$ cat src/ecs_defines.svh
// Register offsets, field positions, masks and reset values of the event capture bank
`ifndef ECS_DEFINES_SVH
`define ECS_DEFINES_SVH

// ----------------------------------------------------------------
// Register offsets
// ----------------------------------------------------------------
`define ECS_OFF_SYS_EN 8'h04
`define ECS_OFF_REG_EN 8'h05
`define ECS_OFF_TRX_EN 8'h23
`define ECS_OFF_TRX2_EN 8'h34
`define ECS_OFF_WAKE_EN 8'h4c
`define ECS_OFF_GLOBAL 8'h60
`define ECS_OFF_WAKE_ST 8'h64
`define ECS_OFF_BUS_ST 8'h65
`define ECS_OFF_REG_ST 8'h66

// ----------------------------------------------------------------
// Reset values and writable masks
// ----------------------------------------------------------------
`define ECS_RST_SYS_EN 8'h01
`define ECS_RST_REG_EN 8'h10
`define ECS_RST_TRX_EN 8'h00
`define ECS_RST_TRX2_EN 8'h00
`define ECS_RST_WAKE_EN 8'h00
`define ECS_MSK_SYS_EN 8'h4f
`define ECS_MSK_REG_EN 8'h7f
`define ECS_MSK_TRX_EN 8'h57
`define ECS_MSK_TRX2_EN 8'h01
`define ECS_MSK_WAKE_EN 8'h07

// ----------------------------------------------------------------
// Field positions
// ----------------------------------------------------------------
`define ECS_SYS_BATT_UV 6
`define ECS_SYS_IO_UV 3
`define ECS_SYS_PREWARN 2
`define ECS_SYS_SPI_FAIL 1
`define ECS_SYS_RST_SEL 0
`define ECS_REG_LH_HI 6
`define ECS_REG_LH_LO 4
`define ECS_REG_MAIN_OV 3
`define ECS_REG_MAIN_UV 2
`define ECS_REG_SENS_OV 1
`define ECS_REG_SENS_UV 0
`define ECS_TRX_PN_OSC 6
`define ECS_TRX_SILENCE 4
`define ECS_TRX_LIN_WAKE 2
`define ECS_TRX_CAN_FAIL 1
`define ECS_TRX_CAN_WAKE 0
`define ECS_WAKE_EXT 2
`define ECS_WAKE_RISE 1
`define ECS_WAKE_FALL 0
`define ECS_GLB_BUS 5
`define ECS_GLB_WAKE 3
`define ECS_GLB_REG 1
`define ECS_LH_OFF_CODE 3'b110

// Flag widths of the three status registers
`define ECS_WAKE_W 3
`define ECS_BUS_W 2
`define ECS_REGST_W 8

`endif

$ cat src/ecs_pkg.sv
// Types shared by the event capture bank and its users
package ecs_pkg;

  // Raw detector indications, all levels or one-cycle pulses sampled on sys_clk
  typedef struct packed {
    logic ext_wake;      // Wake from the secondary LIN transceiver
    logic wake_pin;      // Level of the wake input pin
    logic bus_dom_to;    // CAN bus dominant time-out detected
    logic bus_short;     // CAN bus short-circuit detected
    logic main_ot_sd;    // Main regulator over shutdown temperature
    logic main_ot_pw;    // Main regulator over prewarning temperature
    logic main_ov;       // Main supply overvoltage detector
    logic main_uv;       // Main supply undervoltage detector
    logic sens_ot_sd;    // Sensor regulator over shutdown temperature
    logic sens_ot_pw;    // Sensor regulator over prewarning temperature
    logic sens_ov;       // Sensor supply overvoltage, already debounced
    logic sens_uv;       // Sensor supply undervoltage, already debounced
    logic uv_sleep;      // Undervoltage forces Sleep mode
  } ecs_evt_s;

  // Control levels handed to the rest of the chip
  typedef struct packed {
    logic batt_uv_en;
    logic io_uv_en;
    logic spi_fail_en;
    logic reset_threshold_select;
    logic limp_home_ov_en;
    logic pn_osc_fail_en;
    logic bus_silence_en;
    logic lin_wake_en;
    logic can_fail_en;
    logic can_wake_en;
    logic rx_clamp_en;
    logic sensor_reg_enable;
    logic wake_summary_bit;
    logic bus_failure_summary_bit;
    logic regulator_summary_bit;
  } ecs_ctl_s;

  // Whole state of the bank apart from the flags
  typedef struct packed {
    logic [7:0] sys_en;
    logic [7:0] reg_en;
    logic [7:0] trx_en;
    logic [7:0] trx2_en;
    logic [7:0] wake_en;
    logic [7:0] rdata;
  } ecs_state_s;

endpackage

$ cat src/ecs_sticky_flags.sv
// Row of write-one-to-clear event flags where a set beats a same-cycle clear
`timescale 1ns/1ps
module ecs_sticky_flags #(
  parameter int W = 8
) (
  // Clock and reset
  input wire logic sys_clk,
  input wire logic rstn,
  // Flag control
  input wire logic [W-1:0] set,
  input wire logic [W-1:0] clr,
  // Flag state
  output logic [W-1:0] flags
);

  logic [W-1:0] flags_reg;
  logic [W-1:0] flags_next;

  initial begin
    if (W < 1 || W > 8) begin
      $error("ecs_sticky_flags: W must be 1 to 8");
    end
  end

  // Set wins so an event in the clearing cycle is never lost
  always_comb begin
    flags_next = (flags_reg & ~clr) | set;
  end

  // Flags start cleared
  always_ff @(posedge sys_clk) begin
    if (!rstn) begin
      flags_reg <= '0;
    end else begin
      flags_reg <= flags_next;
    end
  end

  assign flags = flags_reg;

endmodule

$ cat src/ecs_edge_detect.sv
// Rising and falling edge pulses of a synchronous level
`timescale 1ns/1ps
module ecs_edge_detect (
  // Clock and reset
  input wire logic sys_clk,
  input wire logic rstn,
  // Level in
  input wire logic level,
  // Edge pulses
  output logic rise,
  output logic fall
);

  logic prev_reg;
  logic prev_next;
  logic valid_reg;
  logic valid_next;

  // The first cycle after reset only loads the level, so no false edge appears
  always_comb begin
    prev_next = level;
    valid_next = 1'b1;
  end

  always_ff @(posedge sys_clk) begin
    if (!rstn) begin
      prev_reg <= 1'b0;
      valid_reg <= 1'b0;
    end else begin
      prev_reg <= prev_next;
      valid_reg <= valid_next;
    end
  end

  assign rise = valid_reg && level && !prev_reg;
  assign fall = valid_reg && !level && prev_reg;

endmodule

$ cat src/ecs_event_bank.sv
// Event capture enables, sticky event flags and summary bits of the supply chip
//
// Contract
// - External wake flag sets on secondary LIN wake when its capture is enabled.
// - Local wake rise flag sets on a wake pin rising edge when enabled.
// - Local wake fall flag sets on a wake pin falling edge when enabled.
// - Undervoltage forced Sleep clears both local wake edge flags.
// - Bus dominant time-out flag sets when that time-out is detected.
// - Bus short flag sets when a bus short-circuit is detected.
// - Main regulator overtemperature flag sets on shutdown threshold, no enable needed.
// - Main regulator prewarning flag sets only when prewarning capture is enabled.
// - Main supply overvoltage flag sets when its capture is enabled.
// - Main supply undervoltage flag sets when its capture is enabled.
// - Sensor shutdown flag sets always; sensor prewarning needs its capture enable.
// - Sensor overvoltage flag sets when enabled; sensor regulator off while it stands.
// - Sensor undervoltage flag sets on debounced undervoltage when enabled.
// - Status flags clear when the host writes a one to them; forced Sleep also clears the two local wake edge flags.
// - System enable register holds battery, IO, prewarning and serial failure enables.
// - Reset threshold select resets to one and picks the reset trigger level.
// - Limp-home overvoltage control disables only for code 110.
// - Regulator enable register holds main and sensor over and undervoltage enables.
// - Transceiver enables: oscillator fail bit 6, bus silence bit 4, LIN wake bit 2.
// - Transceiver enables: CAN failure bit 1, CAN wake bit 0.
// - Second transceiver register bit 0 enables receive recessive clamp detection.
// - Wake enable register: rise bit 1, fall bit 0, external bit 2.
// - Global status shows wake, bus failure and regulator summaries of their flags.
`timescale 1ns/1ps
`include "ecs_defines.svh"
module ecs_event_bank #(
  parameter int ADDR_W = 8
) (
  // Clock and reset
  input wire logic sys_clk,
  input wire logic rstn,
  // Register access from the serial frame decoder
  input wire logic [ADDR_W-1:0] reg_addr,
  input wire logic reg_wr,
  input wire logic reg_rd,
  input wire logic [7:0] reg_wdata,
  output logic [7:0] reg_rdata,
  // Detector indications
  input wire ecs_pkg::ecs_evt_s evt,
  // Control and summary levels
  output ecs_pkg::ecs_ctl_s ctl
);
  import ecs_pkg::*;

  ecs_state_s st_reg;
  ecs_state_s st_next;

  logic [`ECS_WAKE_W-1:0] wake_flags;
  logic [`ECS_BUS_W-1:0] bus_flags;
  logic [`ECS_REGST_W-1:0] reg_flags;
  logic [`ECS_WAKE_W-1:0] wake_set;
  logic [`ECS_WAKE_W-1:0] wake_clr;
  logic [`ECS_BUS_W-1:0] bus_set;
  logic [`ECS_BUS_W-1:0] bus_clr;
  logic [`ECS_REGST_W-1:0] reg_set;
  logic [`ECS_REGST_W-1:0] reg_clr;
  logic [7:0] glob;
  logic [7:0] addr8;
  logic wake_rise;
  logic wake_fall;

  // ----------------------------------------------------------------
  // Parameter check
  // ----------------------------------------------------------------
  // Offsets are eight bits wide, so a narrower address cannot reach the bank
  initial begin
    if (ADDR_W < 8) begin
      $error("ecs_event_bank: ADDR_W must be at least 8");
    end
  end

  assign addr8 = reg_addr[7:0];

  // ----------------------------------------------------------------
  // Wake pin edges
  // ----------------------------------------------------------------
  ecs_edge_detect u_wake_edge (
    .sys_clk (sys_clk),
    .rstn (rstn),
    .level (evt.wake_pin),
    .rise (wake_rise),
    .fall (wake_fall)
  );

  // ----------------------------------------------------------------
  // Flag set terms
  // ----------------------------------------------------------------
  // Each set term is the detector gated by its capture enable where one exists
  always_comb begin
    wake_set = '0;
    wake_set[`ECS_WAKE_EXT] = evt.ext_wake && st_reg.wake_en[`ECS_WAKE_EXT];
    wake_set[`ECS_WAKE_RISE] = wake_rise && st_reg.wake_en[`ECS_WAKE_RISE];
    wake_set[`ECS_WAKE_FALL] = wake_fall && st_reg.wake_en[`ECS_WAKE_FALL];
    bus_set = {evt.bus_dom_to, evt.bus_short};
    reg_set[7] = evt.main_ot_sd;
    reg_set[6] = evt.main_ot_pw && st_reg.sys_en[`ECS_SYS_PREWARN];
    reg_set[5] = evt.main_ov && st_reg.reg_en[`ECS_REG_MAIN_OV];
    reg_set[4] = evt.main_uv && st_reg.reg_en[`ECS_REG_MAIN_UV];
    reg_set[3] = evt.sens_ot_sd;
    reg_set[2] = evt.sens_ot_pw && st_reg.sys_en[`ECS_SYS_PREWARN];
    reg_set[1] = evt.sens_ov && st_reg.reg_en[`ECS_REG_SENS_OV];
    reg_set[0] = evt.sens_uv && st_reg.reg_en[`ECS_REG_SENS_UV];
  end

  // ----------------------------------------------------------------
  // Flag clear terms
  // ----------------------------------------------------------------
  // Only written ones and forced Sleep clear a flag; written zeros and reserved bits have no effect
  always_comb begin
    wake_clr = '0;
    bus_clr = '0;
    reg_clr = '0;
    if (reg_wr && addr8 == `ECS_OFF_WAKE_ST && reg_addr == ADDR_W'(addr8)) begin
      wake_clr = reg_wdata[`ECS_WAKE_W-1:0];
    end else if (reg_wr && addr8 == `ECS_OFF_BUS_ST && reg_addr == ADDR_W'(addr8)) begin
      bus_clr = reg_wdata[`ECS_BUS_W-1:0];
    end else if (reg_wr && addr8 == `ECS_OFF_REG_ST && reg_addr == ADDR_W'(addr8)) begin
      reg_clr = reg_wdata;
    end
    // Forced Sleep drops stale local wake edges so the chip can wake cleanly
    if (evt.uv_sleep) begin
      wake_clr[`ECS_WAKE_RISE] = 1'b1;
      wake_clr[`ECS_WAKE_FALL] = 1'b1;
    end
  end

  // ----------------------------------------------------------------
  // Status flag rows
  // ----------------------------------------------------------------
  ecs_sticky_flags #(.W(`ECS_WAKE_W)) u_wake_flags (
    .sys_clk (sys_clk),
    .rstn (rstn),
    .set (wake_set),
    .clr (wake_clr),
    .flags (wake_flags)
  );

  ecs_sticky_flags #(.W(`ECS_BUS_W)) u_bus_flags (
    .sys_clk (sys_clk),
    .rstn (rstn),
    .set (bus_set),
    .clr (bus_clr),
    .flags (bus_flags)
  );

  ecs_sticky_flags #(.W(`ECS_REGST_W)) u_reg_flags (
    .sys_clk (sys_clk),
    .rstn (rstn),
    .set (reg_set),
    .clr (reg_clr),
    .flags (reg_flags)
  );

  // ----------------------------------------------------------------
  // Global summary
  // ----------------------------------------------------------------
  // Only the three summaries this bank owns; other summary bits read zero here
  always_comb begin
    glob = 8'h00;
    glob[`ECS_GLB_WAKE] = |wake_flags;
    glob[`ECS_GLB_BUS] = |bus_flags;
    glob[`ECS_GLB_REG] = |reg_flags;
  end

  // ----------------------------------------------------------------
  // Enable registers and read data
  // ----------------------------------------------------------------
  // Writes are masked so reserved bits stay zero; reads answer one cycle later
  always_comb begin
    st_next = st_reg;
    if (reg_wr && reg_addr == ADDR_W'(addr8)) begin
      if (addr8 == `ECS_OFF_SYS_EN) begin
        st_next.sys_en = reg_wdata & `ECS_MSK_SYS_EN;
      end else if (addr8 == `ECS_OFF_REG_EN) begin
        st_next.reg_en = reg_wdata & `ECS_MSK_REG_EN;
      end else if (addr8 == `ECS_OFF_TRX_EN) begin
        st_next.trx_en = reg_wdata & `ECS_MSK_TRX_EN;
      end else if (addr8 == `ECS_OFF_TRX2_EN) begin
        st_next.trx2_en = reg_wdata & `ECS_MSK_TRX2_EN;
      end else if (addr8 == `ECS_OFF_WAKE_EN) begin
        st_next.wake_en = reg_wdata & `ECS_MSK_WAKE_EN;
      end
    end
    if (reg_rd) begin
      if (reg_addr != ADDR_W'(addr8)) begin
        st_next.rdata = 8'h00;
      end else if (addr8 == `ECS_OFF_SYS_EN) begin
        st_next.rdata = st_reg.sys_en;
      end else if (addr8 == `ECS_OFF_REG_EN) begin
        st_next.rdata = st_reg.reg_en;
      end else if (addr8 == `ECS_OFF_TRX_EN) begin
        st_next.rdata = st_reg.trx_en;
      end else if (addr8 == `ECS_OFF_TRX2_EN) begin
        st_next.rdata = st_reg.trx2_en;
      end else if (addr8 == `ECS_OFF_WAKE_EN) begin
        st_next.rdata = st_reg.wake_en;
      end else if (addr8 == `ECS_OFF_GLOBAL) begin
        st_next.rdata = glob;
      end else if (addr8 == `ECS_OFF_WAKE_ST) begin
        st_next.rdata = {5'h00, wake_flags};
      end else if (addr8 == `ECS_OFF_BUS_ST) begin
        st_next.rdata = {6'h00, bus_flags};
      end else if (addr8 == `ECS_OFF_REG_ST) begin
        st_next.rdata = reg_flags;
      end else begin
        st_next.rdata = 8'h00;
      end
    end
  end

  always_ff @(posedge sys_clk) begin
    if (!rstn) begin
      st_reg.sys_en <= `ECS_RST_SYS_EN;
      st_reg.reg_en <= `ECS_RST_REG_EN;
      st_reg.trx_en <= `ECS_RST_TRX_EN;
      st_reg.trx2_en <= `ECS_RST_TRX2_EN;
      st_reg.wake_en <= `ECS_RST_WAKE_EN;
      st_reg.rdata <= 8'h00;
    end else begin
      st_reg <= st_next;
    end
  end

  assign reg_rdata = st_reg.rdata;

  // ----------------------------------------------------------------
  // Control outputs
  // ----------------------------------------------------------------
  always_comb begin
    ctl.batt_uv_en = st_reg.sys_en[`ECS_SYS_BATT_UV];
    ctl.io_uv_en = st_reg.sys_en[`ECS_SYS_IO_UV];
    ctl.spi_fail_en = st_reg.sys_en[`ECS_SYS_SPI_FAIL];
    ctl.reset_threshold_select = st_reg.sys_en[`ECS_SYS_RST_SEL];
    ctl.limp_home_ov_en = st_reg.reg_en[`ECS_REG_LH_HI:`ECS_REG_LH_LO] != `ECS_LH_OFF_CODE;
    ctl.pn_osc_fail_en = st_reg.trx_en[`ECS_TRX_PN_OSC];
    ctl.bus_silence_en = st_reg.trx_en[`ECS_TRX_SILENCE];
    ctl.lin_wake_en = st_reg.trx_en[`ECS_TRX_LIN_WAKE];
    ctl.can_fail_en = st_reg.trx_en[`ECS_TRX_CAN_FAIL];
    ctl.can_wake_en = st_reg.trx_en[`ECS_TRX_CAN_WAKE];
    ctl.rx_clamp_en = st_reg.trx2_en[0];
    // Sensor regulator stays off until the host acknowledges the overvoltage
    ctl.sensor_reg_enable = !reg_flags[1];
    ctl.wake_summary_bit = glob[`ECS_GLB_WAKE];
    ctl.bus_failure_summary_bit = glob[`ECS_GLB_BUS];
    ctl.regulator_summary_bit = glob[`ECS_GLB_REG];
  end
endmodule

$ cat config.mk
export PLATFORM = sky130hd
export DESIGN_NAME = ecs_event_bank
export DESIGN_NICKNAME = d
export VERILOG_FILES = /design/src/ecs_pkg.sv /design/src/ecs_sticky_flags.sv /design/src/ecs_edge_detect.sv /design/src/ecs_event_bank.sv
export VERILOG_INCLUDE_DIRS = /design/src
export SDC_FILE = /design/constraint.sdc
export NUM_CORES = 1
export LEC_CHECK = 0
export BUFFER_PORTS_ARGS = -buffer_cell sky130_fd_sc_hd__buf_2
export CAP_MARGIN = 25
export CORE_ASPECT_RATIO = 0.8
export CORE_MARGIN = 2
export CORE_UTILIZATION = 48
export CTS_BUF_LIST = sky130_fd_sc_hd__clkbuf_4 sky130_fd_sc_hd__clkbuf_8
export CTS_CLUSTER_SIZE = 16
export DETAILED_ROUTE_END_ITERATION = 12
export PLACE_DENSITY = 0.73
export SYNTH_ARGS = -nofsm -noshare
export SYNTH_HDL_FRONTEND = slang
export SYNTH_SLANG_ARGS = --single-unit
$ cat constraint.sdc
create_clock -name sys_clk -period 2.6 [get_ports sys_clk]
set_input_delay 0.39 -clock sys_clk [delete_from_list [all_inputs] [get_ports sys_clk]]
set_output_delay 0.39 -clock sys_clk [all_outputs]
set_load 0.01 [all_outputs]
# After elaboration in Yosys (flattened, before gate mapping)
# Index checks and enable logic that the tools add are counted.
dict set report totals {
  inputBits 33
  ram_bits 0
  register_bits 44
  elab_cells 78
  latch_bits 0
  out_inout_bits 23
  rom_bits 0
  mem_count 0
}
dict set report classes {
  div 0
  addsub 0
  n_mul 0
  mux 17
  magnitude_cmp 0
  reduce_logical 27
  eq_ne 10
  bitwise 13
  n_shift 0
}
# operator count
set op_table {}
lappend op_table {{$mux 8} 12}
lappend op_table {{$eq 8x7->1 const B} 5}
lappend op_table {{$eq 8x3->1 const B} 2}
lappend op_table {{$eq 8x6->1 const B} 2}
lappend op_table {{$logic_and 1x1->1} 16}
lappend op_table {{$and 8x8->8} 1}
lappend op_table {{$not 8->8} 1}
lappend op_table {{$or 8x8->8} 1}
lappend op_table {{$reduce_or 8->1} 1}
lappend op_table {{$mux 2} 3}
lappend op_table {{$reduce_and 6->1} 1}
lappend op_table {{$reduce_and 5->1} 1}
lappend op_table {{$not 1->1} 4}
lappend op_table {{$reduce_and 4->1} 1}
lappend op_table {{$and 3x3->3} 1}
lappend op_table {{$logic_not 1->1} 3}
lappend op_table {{$mux 3} 1}
lappend op_table {{$ne 3x3->1 const B} 1}
lappend op_table {{$not 3->3} 1}
lappend op_table {{$or 3x3->3} 1}
lappend op_table {{$reduce_and 3->1} 1}
lappend op_table {{$reduce_or 3->1} 1}
lappend op_table {{$and 2x2->2} 1}
lappend op_table {{$not 2->2} 1}
lappend op_table {{4 further kinds} 4}

# Logic depth before layout (Yosys ltp)
# Gate-level depths: netlist of run 1.
dict set report depth {
  depth_word 10
  ltp_mapped 7
  ltp_nobuf 5
}

# Hierarchy
# From an unflattened synthesis of run 1, not the netlist that was laid out.
dict set report unflattened {
  cells_unflattened 264
  hier_area_um2 2519.9
}
# module instances area_per_inst_um2 cells_each seq_area_each_um2
set by_module_without_submodules {}
lappend by_module_without_submodules {ecs_event_bank 1 1910.6 219 580.6}
lappend by_module_without_submodules {{ecs_sticky_flags (u_reg_flags)} 1 337.8 25 160.2}
lappend by_module_without_submodules {{ecs_sticky_flags (u_wake_flags)} 1 123.9 9 60.1}
lappend by_module_without_submodules {{ecs_sticky_flags (u_bus_flags)} 1 82.6 6 40.0}
lappend by_module_without_submodules {ecs_edge_detect 1 65.1 5 40.0}

# Worst setup path after synthesis of run 1
# No wires, ideal clock.
dict set report synth_path {
  kind {input-to-reg}
  startpoint {input port reg_addr[4]}
  endpoint {register st_reg (netlist bit ctl[4])}
  setup_ns 0.128
  cell_stages 7
  setup_slack_ns 0.553
  t_arrival_ns 1.920
  required_ns 2.472
  path_buffers 2
  cell_sequence {or4_1 buf_2 or3_1 buf_6 or3b_2 mux2i_1 nor2_1}
}
dict set report synth_via {
  elab_chain_cells 3
  elab_cells_between_ends 8
  classes_between {eq/ne: 4; bitwise: 3; reduce/logical: 1}
}
# element line_no
set synth_lines {}
lappend synth_lines {{start: declaration} ecs_event_bank.sv:36} ;# input wire logic [ADDR_W-1:0] reg_addr,
lappend synth_lines {{$eq 8x6->1 (no line) or $eq 8x3->1 (tied branches)} --}
lappend synth_lines {{$not 1->1 (no line)} --}
lappend synth_lines {{$reduce_and 5->1 (no line) *} --}
lappend synth_lines {{end signal: assignment} ecs_event_bank.sv:223} ;# st_reg <= st_next;
lappend synth_lines {{end: declaration} ecs_event_bank.sv:48} ;# ecs_state_s st_reg;
# Every way passes the cells marked *; elsewhere a longest branch is shown, timed or not.
# A chain may end at the register's enable or synchronous reset.

==> results.yml, run 1 <==
setup_path:
  required_ps: 2210
  worstSetupEndpointType: "output port"
  crit_arrival_ps: 1660
  crit_type: "reg2out"
  cp_max_fo: 3
  worstSetupStartpointType: "register"
global_routing:
  grt_busiest_layer: "met1"
  grt_max_degree: 20
  use_met2: 0.3481
  grt_pass1_wl_um: 9894
  use_met3: 0.06456
  grt_pass1_vias: 2022
  grtUsageTotal: 0.2462
  antenna_found_initial: 0
  gr-total-overflow: 0
  grt_use_met1: 0.3506
logic_synthesis:
  synth-edff-count: 0
  synthTopCellsByArea: "dfxtp_1 (39%), nand2_1 (6.1%), buf_4 (5.9%)"
  synth_common_cells: "dfxtp_1 (44), nand2_1 (37), a21oi_1 (26)"
  synthDistinctLibCells: 50
  yosysSeqAreaShare: 0.3853
  syn_inst: 284
  synth.most_common_cell: "dfxtp_1"
  syn_area_um2: 2286
  avgSynthCellArea_um2: 8.049
  ys_seq_elements: 44
  synth_top_cell_area_share: 0.3853
  synth_top_cell_by_area: "dfxtp_1"
  async_flop_share: 0
  syn_nets: 317
  synth-main-ff-cell: "dfxtp_1"
  ys_warn_count: 0
flow_run:
  maxCapViolations: 0
timing:
  hold_violations: 0
  worst_slew_margin_rel: 0.5851
  min_period_ps: 2052
  worst_pin_slew_ps: 621.7
  period_share: 0.7893
  rsz0062_at_grt: "false"
  fin_tns_setup_ps: 0
  max_freq_mhz: 487.3
  final_max_slew_viol_count: 0
  setup_ws_ps: 547.7
  finClkSkew_ps: 11.21
  finalSetupViolations: 0
floorplan:
  ios: 56
  die_area_um2: 5334
  initial_utilization: 0.4973
  die_h_um: 65.73
  die_width_um: 81.16
  placeableCoreArea_um2: 4597
  rows: 22
drt:
  firstDrtPassIters: 4
  route.detailed.drc: 0
  wirelength_um: 6127
  vias: 2210
  wl_per_cell_um: 16.08
  avgViaCountPerCell: 5.801
  drt-initial-drc-count: 224
  ant_nets: 0
clock_tree:
  path_clk_slew_ps: 80
  postCtsSetupRepairBufs: 0
  cts_tree: "yes"
  htree_levels: 2
  clk_root_buffer_cell: "clkbuf_8"
  insertion_delay_ps: 310
  clockBufferDepth: 2
  clock-sinks: 44
  hold_buffers: 0
  cts_resized: 0
  numCtsBuffers: 5
final_layout:
  drive_gt1_frac: 0.2648
  largest_reg_flops: 11
  final_nets: 354
  syn2layout_area_growth_pct: 12.81
  fin_area_um2: 2579
  n_antenna_cell: 0
status:
  status: "completed"
place:
  pre_cts_ws_ps: 306.9
  numPortBuffers: 55
  gp_congestion: 0.9361
  post-dp-hpwl_um: 4618
  dpl-instance-area_um2: 2497
power:
  power_density_nw_per_um2: 478.7
  peakVddDrop_mv: 0.2661
  p_total_w: 0.001235
  p_leak_nw: 1.017
worst_hold_path:
  hold_path.class: "in2reg"
-- per-stage QoR --
step                      std cells  hold WS (ps)    util
after global routing            381         303.2  0.5610
after global placement          374         433.5  0.5433
after floorplan                 284         417.7       -
after CTS                       381         298.2  0.5610
after detailed placement        374         451.7  0.5433
final                           381         298.7  0.5610
-- cell families (layout without fill, tap and decap cells) --
group	Yosys count	after routing	synth area share
and+or+nand+nor	127	127	0.2972
DFF	44	44	0.3853
muxes	7	7	0.03065
buffers and inverters	42	79	0.1034
AOI/OAI and AO/OA	64	64	0.1834
-- final timing paths --
check	startpoint	to	slack, ps	cells past startpoint
hold / removal	evt[10]	u_bus_flags.flags[1]	300	2
setup reg to reg	u_reg_flags.flags[6]	reg_rdata[1]	1000	5
setup / recovery	u_reg_flags.flags[6]	ctl[0]	550	3
hold reg to reg	reg_rdata[7]	reg_rdata[7]	460	2
-- report_power, final --
| group | internal [W] | leakage [nW] | switching [W] |
|---|---|---|---|
| Clock | 0.000193 | 0.0445 | 0.000222 |
| Combinational | 0.0000499 | 0.616 | 0.0000793 |
| Sequential | 0.000683 | 0.357 | 0.00000656 |
| Total | 0.000926 | 1.02 | 0.000308 |
-- cells in the final DEF (no fill, tap or decap), types with 2 or more instances in the layout --
cell type,n
o21a_1,2
nand3_1,20
mux2i_1,7
nand4b_1,2
inv_1,8
or2_2,4
buf_4,9
a221oi_1,3
or4_1,3
dfxtp_1,44
a21oi_1,26
clkbuf_8,5
nor2b_1,2
a22o_1,2
a22oi_1,6
nand4_1,7
o21ai_0,5
nand3b_1,2
nor4b_1,3
nand2b_1,5
o211ai_1,5
a31oi_1,5
nor2_1,21
buf_2,55
or3_1,2
nor3_1,7
nand2_1,37
-- per-layer routing --
| metal | routed length [um] | up-vias |
|---|---|---|
| li1 | - | 1075 |
| met1 | 2919 | 1011 |
| met2 | 2525 | 109 |
| met3 | 559 | 15 |
| met4 | 123 | 0 |
| met5 | 0 | - |
-- layout make-up --
cell class	count	area [um^2]
Sequential cell	44	880.8
Clock buffer	6	76.32
Timing Repair Buffer	64	342.8
Fill cell	453	2018
Inverter	8	30.03
Multi-Input combinational cell	198	1169
Tap cell	60	75.07
Clock inverter	1	5.005
-- worst max-delay path, cell delays in order (launching register included) --
cell and delay (ps):
dfxtp_1 330, or4_1 560, or2_2 320, buf_2 150
No activity file was read; power rests on OpenSTA's default activity.
==> inputs of run 2 (changes only) <==
--- a/config.mk
+++ b/config.mk
@@ -6,6 +6,7 @@
 export SDC_FILE = /design/constraint.sdc
 export NUM_CORES = 1
 export LEC_CHECK = 0
+export ABC_AREA = 1
 export BUFFER_PORTS_ARGS = -buffer_cell sky130_fd_sc_hd__buf_2
 export CAP_MARGIN = 25
 export CORE_ASPECT_RATIO = 0.8
==> constraint.sdc (replaced) <==
create_clock -name sys_clk -period 2.1 [get_ports sys_clk]
set_input_delay 0.315 -clock sys_clk [delete_from_list [all_inputs] [get_ports sys_clk]]
set_output_delay 0.315 -clock sys_clk [all_outputs]
set_load 0.01 [all_outputs]
==> results.yml, run 2 <==
place:
  gp_congestion: 0.9249
  numPortBuffers: 55
  post-dp-hpwl_um: 4215
logic_synthesis:
  syn_nets: 346
  synth_common_cells: "nand2_1 (50), a21oi_1 (44), dfxtp_1 (44)"
  async_flop_share: 0
  syn_inst: 313
  yosysSeqAreaShare: 0.3955
  synthTopCellsByArea: "dfxtp_1 (40%), a21oi_1 (9.9%), nand2_1 (8.4%)"
  synth_top_cell_by_area: "dfxtp_1"
  ys_seq_elements: 44
  syn_area_um2: 2227
  synth-main-ff-cell: "dfxtp_1"
  synthDistinctLibCells: 32
  avgSynthCellArea_um2: 7.115
  synth_top_cell_area_share: 0.3955
  synth.most_common_cell: "nand2_1"
  ys_warn_count: 0
  synth-edff-count: 0
clock_tree:
  cts_resized: 0
  htree_levels: 2
  cts_tree: "yes"
  clockBufferDepth: 2
  clock-sinks: 44
  insertion_delay_ps: 300
  numCtsBuffers: 5
  hold_buffers: 0
  path_clk_slew_ps: 80
  clk_root_buffer_cell: "clkbuf_8"
  postCtsSetupRepairBufs: 0
setup_path:
  crit_type: "reg2out"
  critPathTopFamily: "simple AND/OR/NAND/NOR gates"
  worstSetupEndpointType: "output port"
  max_stage_delay_ps: 420
  crit_chain: "or3_1 -> buf_2"
  required_ps: 1780
  worstSetupStartpointType: "register"
  crit_arrival_ps: 1220
  path_buf_inv: 1
  cp_max_fo: 3
  critical_path.slowest_cell: "or3_1"
drt:
  avgViaCountPerCell: 5.205
  firstDrtPassIters: 4
  drt-initial-drc-count: 238
  wl_per_cell_um: 13.38
  route.detailed.drc: 0
  ant_nets: 0
  wirelength_um: 5538
  vias: 2155
final_layout:
  final_common_cell: "buf_2"
  final_nets: 386
  n_antenna_cell: 0
  fillers: 462
  layout_common_cells: "buf_2 (55), nand2_1 (50), a21oi_1 (44), dfxtp_1 (44), inv_1 (36)"
  fin_util: 0.5563
  largest_reg_flops: 11
  syn2layout_area_growth_pct: 12.75
  drive_gt1_frac: 0.2401
floorplan:
  ios: 56
  die_area_um2: 5204
  die_h_um: 64.93
  rows: 22
  die_width_um: 80.16
  placeableCoreArea_um2: 4514
  initial_utilization: 0.4933
power:
  power_density_nw_per_um2: 609.3
  p_leak_nw: 1.164
  peakVddDrop_mv: 0.3817
  p_total_w: 0.001530
timing:
  fin_hold_ws_ps: 229.4
  min_period_ps: 1530
  max_freq_mhz: 653.4
  period_share: 0.7287
  rsz0062_at_grt: "false"
  worst_pin_slew_ps: 412.4
  finalSetupViolations: 0
  hold_violations: 0
  worst_slew_margin_rel: 0.7248
  final_max_slew_viol_count: 0
  fin_tns_setup_ps: 0
  finClkSkew_ps: 6.386
global_routing:
  grtUsageTotal: 0.2282
  grt_pass1_wl_um: 9039
  grt_pass1_vias: 1909
  antenna_found_initial: 0
  gr-total-overflow: 0
  grt_max_degree: 26
status:
  status: "completed"
flow_run:
  maxCapViolations: 0
worst_hold_path:
  hold_path.class: "in2reg"
[run 2: logic make-up after synthesis]
logic type,after synthesis,share of synthesized area
simple gates,111,0.2376
flops,44,0.3955
buf+inv,67,0.1517
compound gates,91,0.2152
[run 2: layout make-up]
cell class	count	area, um^2	share of cell area
clock buffer	6	82.58	0.03288
clock inverter	2	10.01	0.003986
inverter	43	163.9	0.06527
multi-input combinational	202	1008	0.4016
sequential	44	880.8	0.3508
tap	60	75.07	0.02990
timing repair buffer	57	290.3	0.1156
[run 2: power by group]
part / switching, W / total [W] / internal (W)
Sequential: 0.00000645 / 0.000850 / 0.000843
Combinational: 0.0000850 / 0.000132 / 0.0000473
Clock: 0.000285 / 0.000548 / 0.000263
Total: 0.000377 / 0.00153 / 0.00115
[run 2: routing by layer]
layer | track usage | share of wire | up-vias | wire length, um
li1 | - | - | 1091 | -
met5 | 0 | 0 | - | 0
met2 | 0.3438 | 0.45 | 79 | 2475
met1 | 0.3282 | 0.46 | 978 | 2554
met3 | 0.05292 | 0.082 | 7 | 453
met4 | 0.05720 | 0.0099 | 0 | 55
[run 2: metrics by stage]
| stage | setup WS, ps | cell area, um^2 | std cells |
|---|---|---|---|
| finish | 569.7 | 2511 | 414 |
| floorplan | 788.1 | 2227 | 313 |
| detailed placement | 372.7 | 2419 | 406 |
| global route | 470.2 | 2511 | 414 |
| CTS | 568.0 | 2511 | 414 |
| global placement | 419.8 | 2419 | 406 |
[run 2: worst min-delay path, cell delays in order]
cell	delay (ps)
buf_2	90
nand2_1	60
inv_1	50
[run 2: worst paths after layout]
check	startpoint	to	slack, ps	cells past startpoint
worst max-delay path	u_wake_flags.flags[1]	ctl[2]	570	2
worst min-delay path	evt[11]	u_wake_edge.prev_reg	230	3
worst max register to register	u_reg_flags.flags[1]	reg_rdata[1]	810	10
worst min register to register	reg_rdata[5]	reg_rdata[5]	460	2
==> inputs of run 3 (changes only) <==
--- a/config.mk
+++ b/config.mk
@@ -6,7 +6,7 @@
 export SDC_FILE = /design/constraint.sdc
 export NUM_CORES = 1
 export LEC_CHECK = 0
-export ABC_AREA = 1
+export ABC_AREA = 0
 export BUFFER_PORTS_ARGS = -buffer_cell sky130_fd_sc_hd__buf_2
 export CAP_MARGIN = 25
 export CORE_ASPECT_RATIO = 0.8
@@ -15,7 +15,7 @@
 export CTS_BUF_LIST = sky130_fd_sc_hd__clkbuf_4 sky130_fd_sc_hd__clkbuf_8
 export CTS_CLUSTER_SIZE = 16
 export DETAILED_ROUTE_END_ITERATION = 12
-export PLACE_DENSITY = 0.73
+export PLACE_DENSITY = 0.76
 export SYNTH_ARGS = -nofsm -noshare
 export SYNTH_HDL_FRONTEND = slang
 export SYNTH_SLANG_ARGS = --single-unit
==> constraint.sdc (replaced) <==
create_clock -name sys_clk -period 1.4 [get_ports sys_clk]
set_input_delay 0.21 -clock sys_clk [delete_from_list [all_inputs] [get_ports sys_clk]]
set_output_delay 0.21 -clock sys_clk [all_outputs]
set_load 0.01 [all_outputs]
==> results.yml, run 3 (synthesized netlist as in run 1, its figures left out) <==
drt:
  firstDrtPassIters: 5
  drt-initial-drc-count: 263
  avgViaCountPerCell: 6.118
  ant_nets: 0
  wirelength_um: 8086
  route.detailed.drc: 0
  vias: 2637
  wl_per_cell_um: 18.76
status:
  status: "complete, but fails checks"
  violations: "negative setup slack"
clock_tree:
  numCtsBuffers: 5
  cts_tree: "yes"
  clockBufferDepth: 2
  clock-sinks: 44
  path_clk_slew_ps: 90
  clk_root_buffer_cell: "clkbuf_8"
  insertion_delay_ps: 300
  htree_levels: 2
  hold_buffers: 0
global_routing:
  gr-total-overflow: 0
  grt_pass1_vias: 2286
  grt_max_degree: 18
  antenna_found_initial: 0
  grtUsageTotal: 0.2799
  grt_pass1_wl_um: 11350
final_layout:
  layout_common_cells: "buf_2 (51), buf_4 (50), dfxtp_1 (39)"
  syn2layout_area_growth_pct: 45.54
  regArea_um2: 887.1
  drive_gt1_frac: 0.5094
  n_antenna_cell: 0
  final_common_cell: "buf_2"
  multi_input_area_um2: 1476
  largest_reg_flops: 11
  fillers: 310
  final_nets: 404
setup_path:
  crit_chain: "or4_4 -> or2_4 -> buf_6"
  path_buf_inv: 1
  worstSetupEndpointType: "output port"
  crit_arrival_ps: 1550
  required_ps: 1190
  max_stage_delay_ps: 510
  cp_max_fo: 2
  critical_path.slowest_cell: "or4_4"
  crit_type: "reg2out"
  worstSetupStartpointType: "register"
  critPathTopFamily: "simple AND/OR/NAND/NOR gates"
timing:
  finalSetupViolations: 25
  period_share: 1.254
  worst_slew_margin_rel: 0.7309
  final_max_slew_viol_count: 0
  setup_ws_ps: -355.1
  min_period_ps: 1755
  fin_tns_setup_ps: -2500
  worst_pin_slew_ps: 403.2
  finClkSkew_ps: 10.01
  max_freq_mhz: 569.8
  rsz0062_at_grt: "true"
  hold_violations: 0
floorplan:
  ios: 56
  placeableCoreArea_um2: 4597
  die_h_um: 65.73
  die_area_um2: 5334
  rows: 22
  initial_utilization: 0.4973
  die_width_um: 81.16
place:
  gp_congestion: 0.9271
  pre_cts_ws_ps: -556.2
  numPortBuffers: 55
  post-dp-hpwl_um: 5280
power:
  peakVddDrop_mv: 0.6038
  power_density_nw_per_um2: 729.5
  p_leak_nw: 1.369
flow_run:
  maxCapViolations: 0
worst_hold_path:
  hold_path.class: "in2reg"
[run 3: changes by cell type in the layout (fill, tap and decap cells not counted), sizes merged, moves of 6 or more]
cell / change
buf: +57
inv: -34
o21ai: -34
nand2: -18
a21oi: -17
nor2: -8
mux2i: +7
a22oi: +6
nand2b: +6
nand3: +6
[run 3: through the flow]
| stage | cell area, um^2 | total power, W | hold WS (ps) | std cells | util |
|---|---|---|---|---|---|
| 2_1_floorplan | 2288 | 0.001436 | 237.7 | 284 | - |
| 3_3_place_gp | 2850 | 0.001598 | 414.1 | 421 | 0.6200 |
| 3_5_place_dp | 2850 | 0.001605 | 423.9 | 421 | 0.6200 |
| 4_1_cts | 3064 | 0.002372 | 121.6 | 429 | 0.6666 |
| 5_1_grt | 3327 | 0.002504 | 121.9 | 431 | 0.7237 |
| 6_report | 3327 | 0.002427 | 117.5 | 431 | 0.7237 |
[run 3: metal layers]
metal,share of wire,track usage
met3,0.11,0.06044
met5,0,0
met1,0.40,0.4051
met2,0.44,0.4205
met4,0.043,0.07203
[run 3: layout make-up]
type	count	area share
Inverter	8	0.009026
Tap cell	60	0.02256
Sequential cell	44	0.2666
Clock buffer	6	0.02294
Multi-Input combinational cell	198	0.4438
Clock inverter	1	0.001504
Timing Repair Buffer	114	0.2335
[run 3: what timing repair did]
| item | CTS | global route |
|---|---|---|
| pin swaps | 11 | 29 |
| setup buffers | 1 | 2 |
| endpoints found under the setup margin | 33 | 41 |
| gates resized for setup | 30 | 56 |
[run 3: path summary, 6_finish.rpt]
check                             from              endpoint  slack, ps  depth (start not counted)
setup / recovery  u_reg_flags.flags[2]                ctl[0]       -360                          3
setup reg to reg  u_reg_flags.flags[2]          reg_rdata[1]       -160                          5
hold reg to reg           reg_rdata[7]          reg_rdata[7]        460                          2
hold / removal                  evt[9]  u_bus_flags.flags[0]        120                          2
[run 3: worst register-to-register path: stages (launching register included)]
cell       delay [ps]
dfxtp_2           340
or4_4             510
o211ai_1          200
o311ai_1          140
o2111ai_1         110
a31oi_1           120
[run 3: report_power, final]
part           internal [W]  switching [W]
clock network      0.000359       0.000424
registers           0.00127     0.00000950
logic              0.000161       0.000205
total               0.00179       0.000638
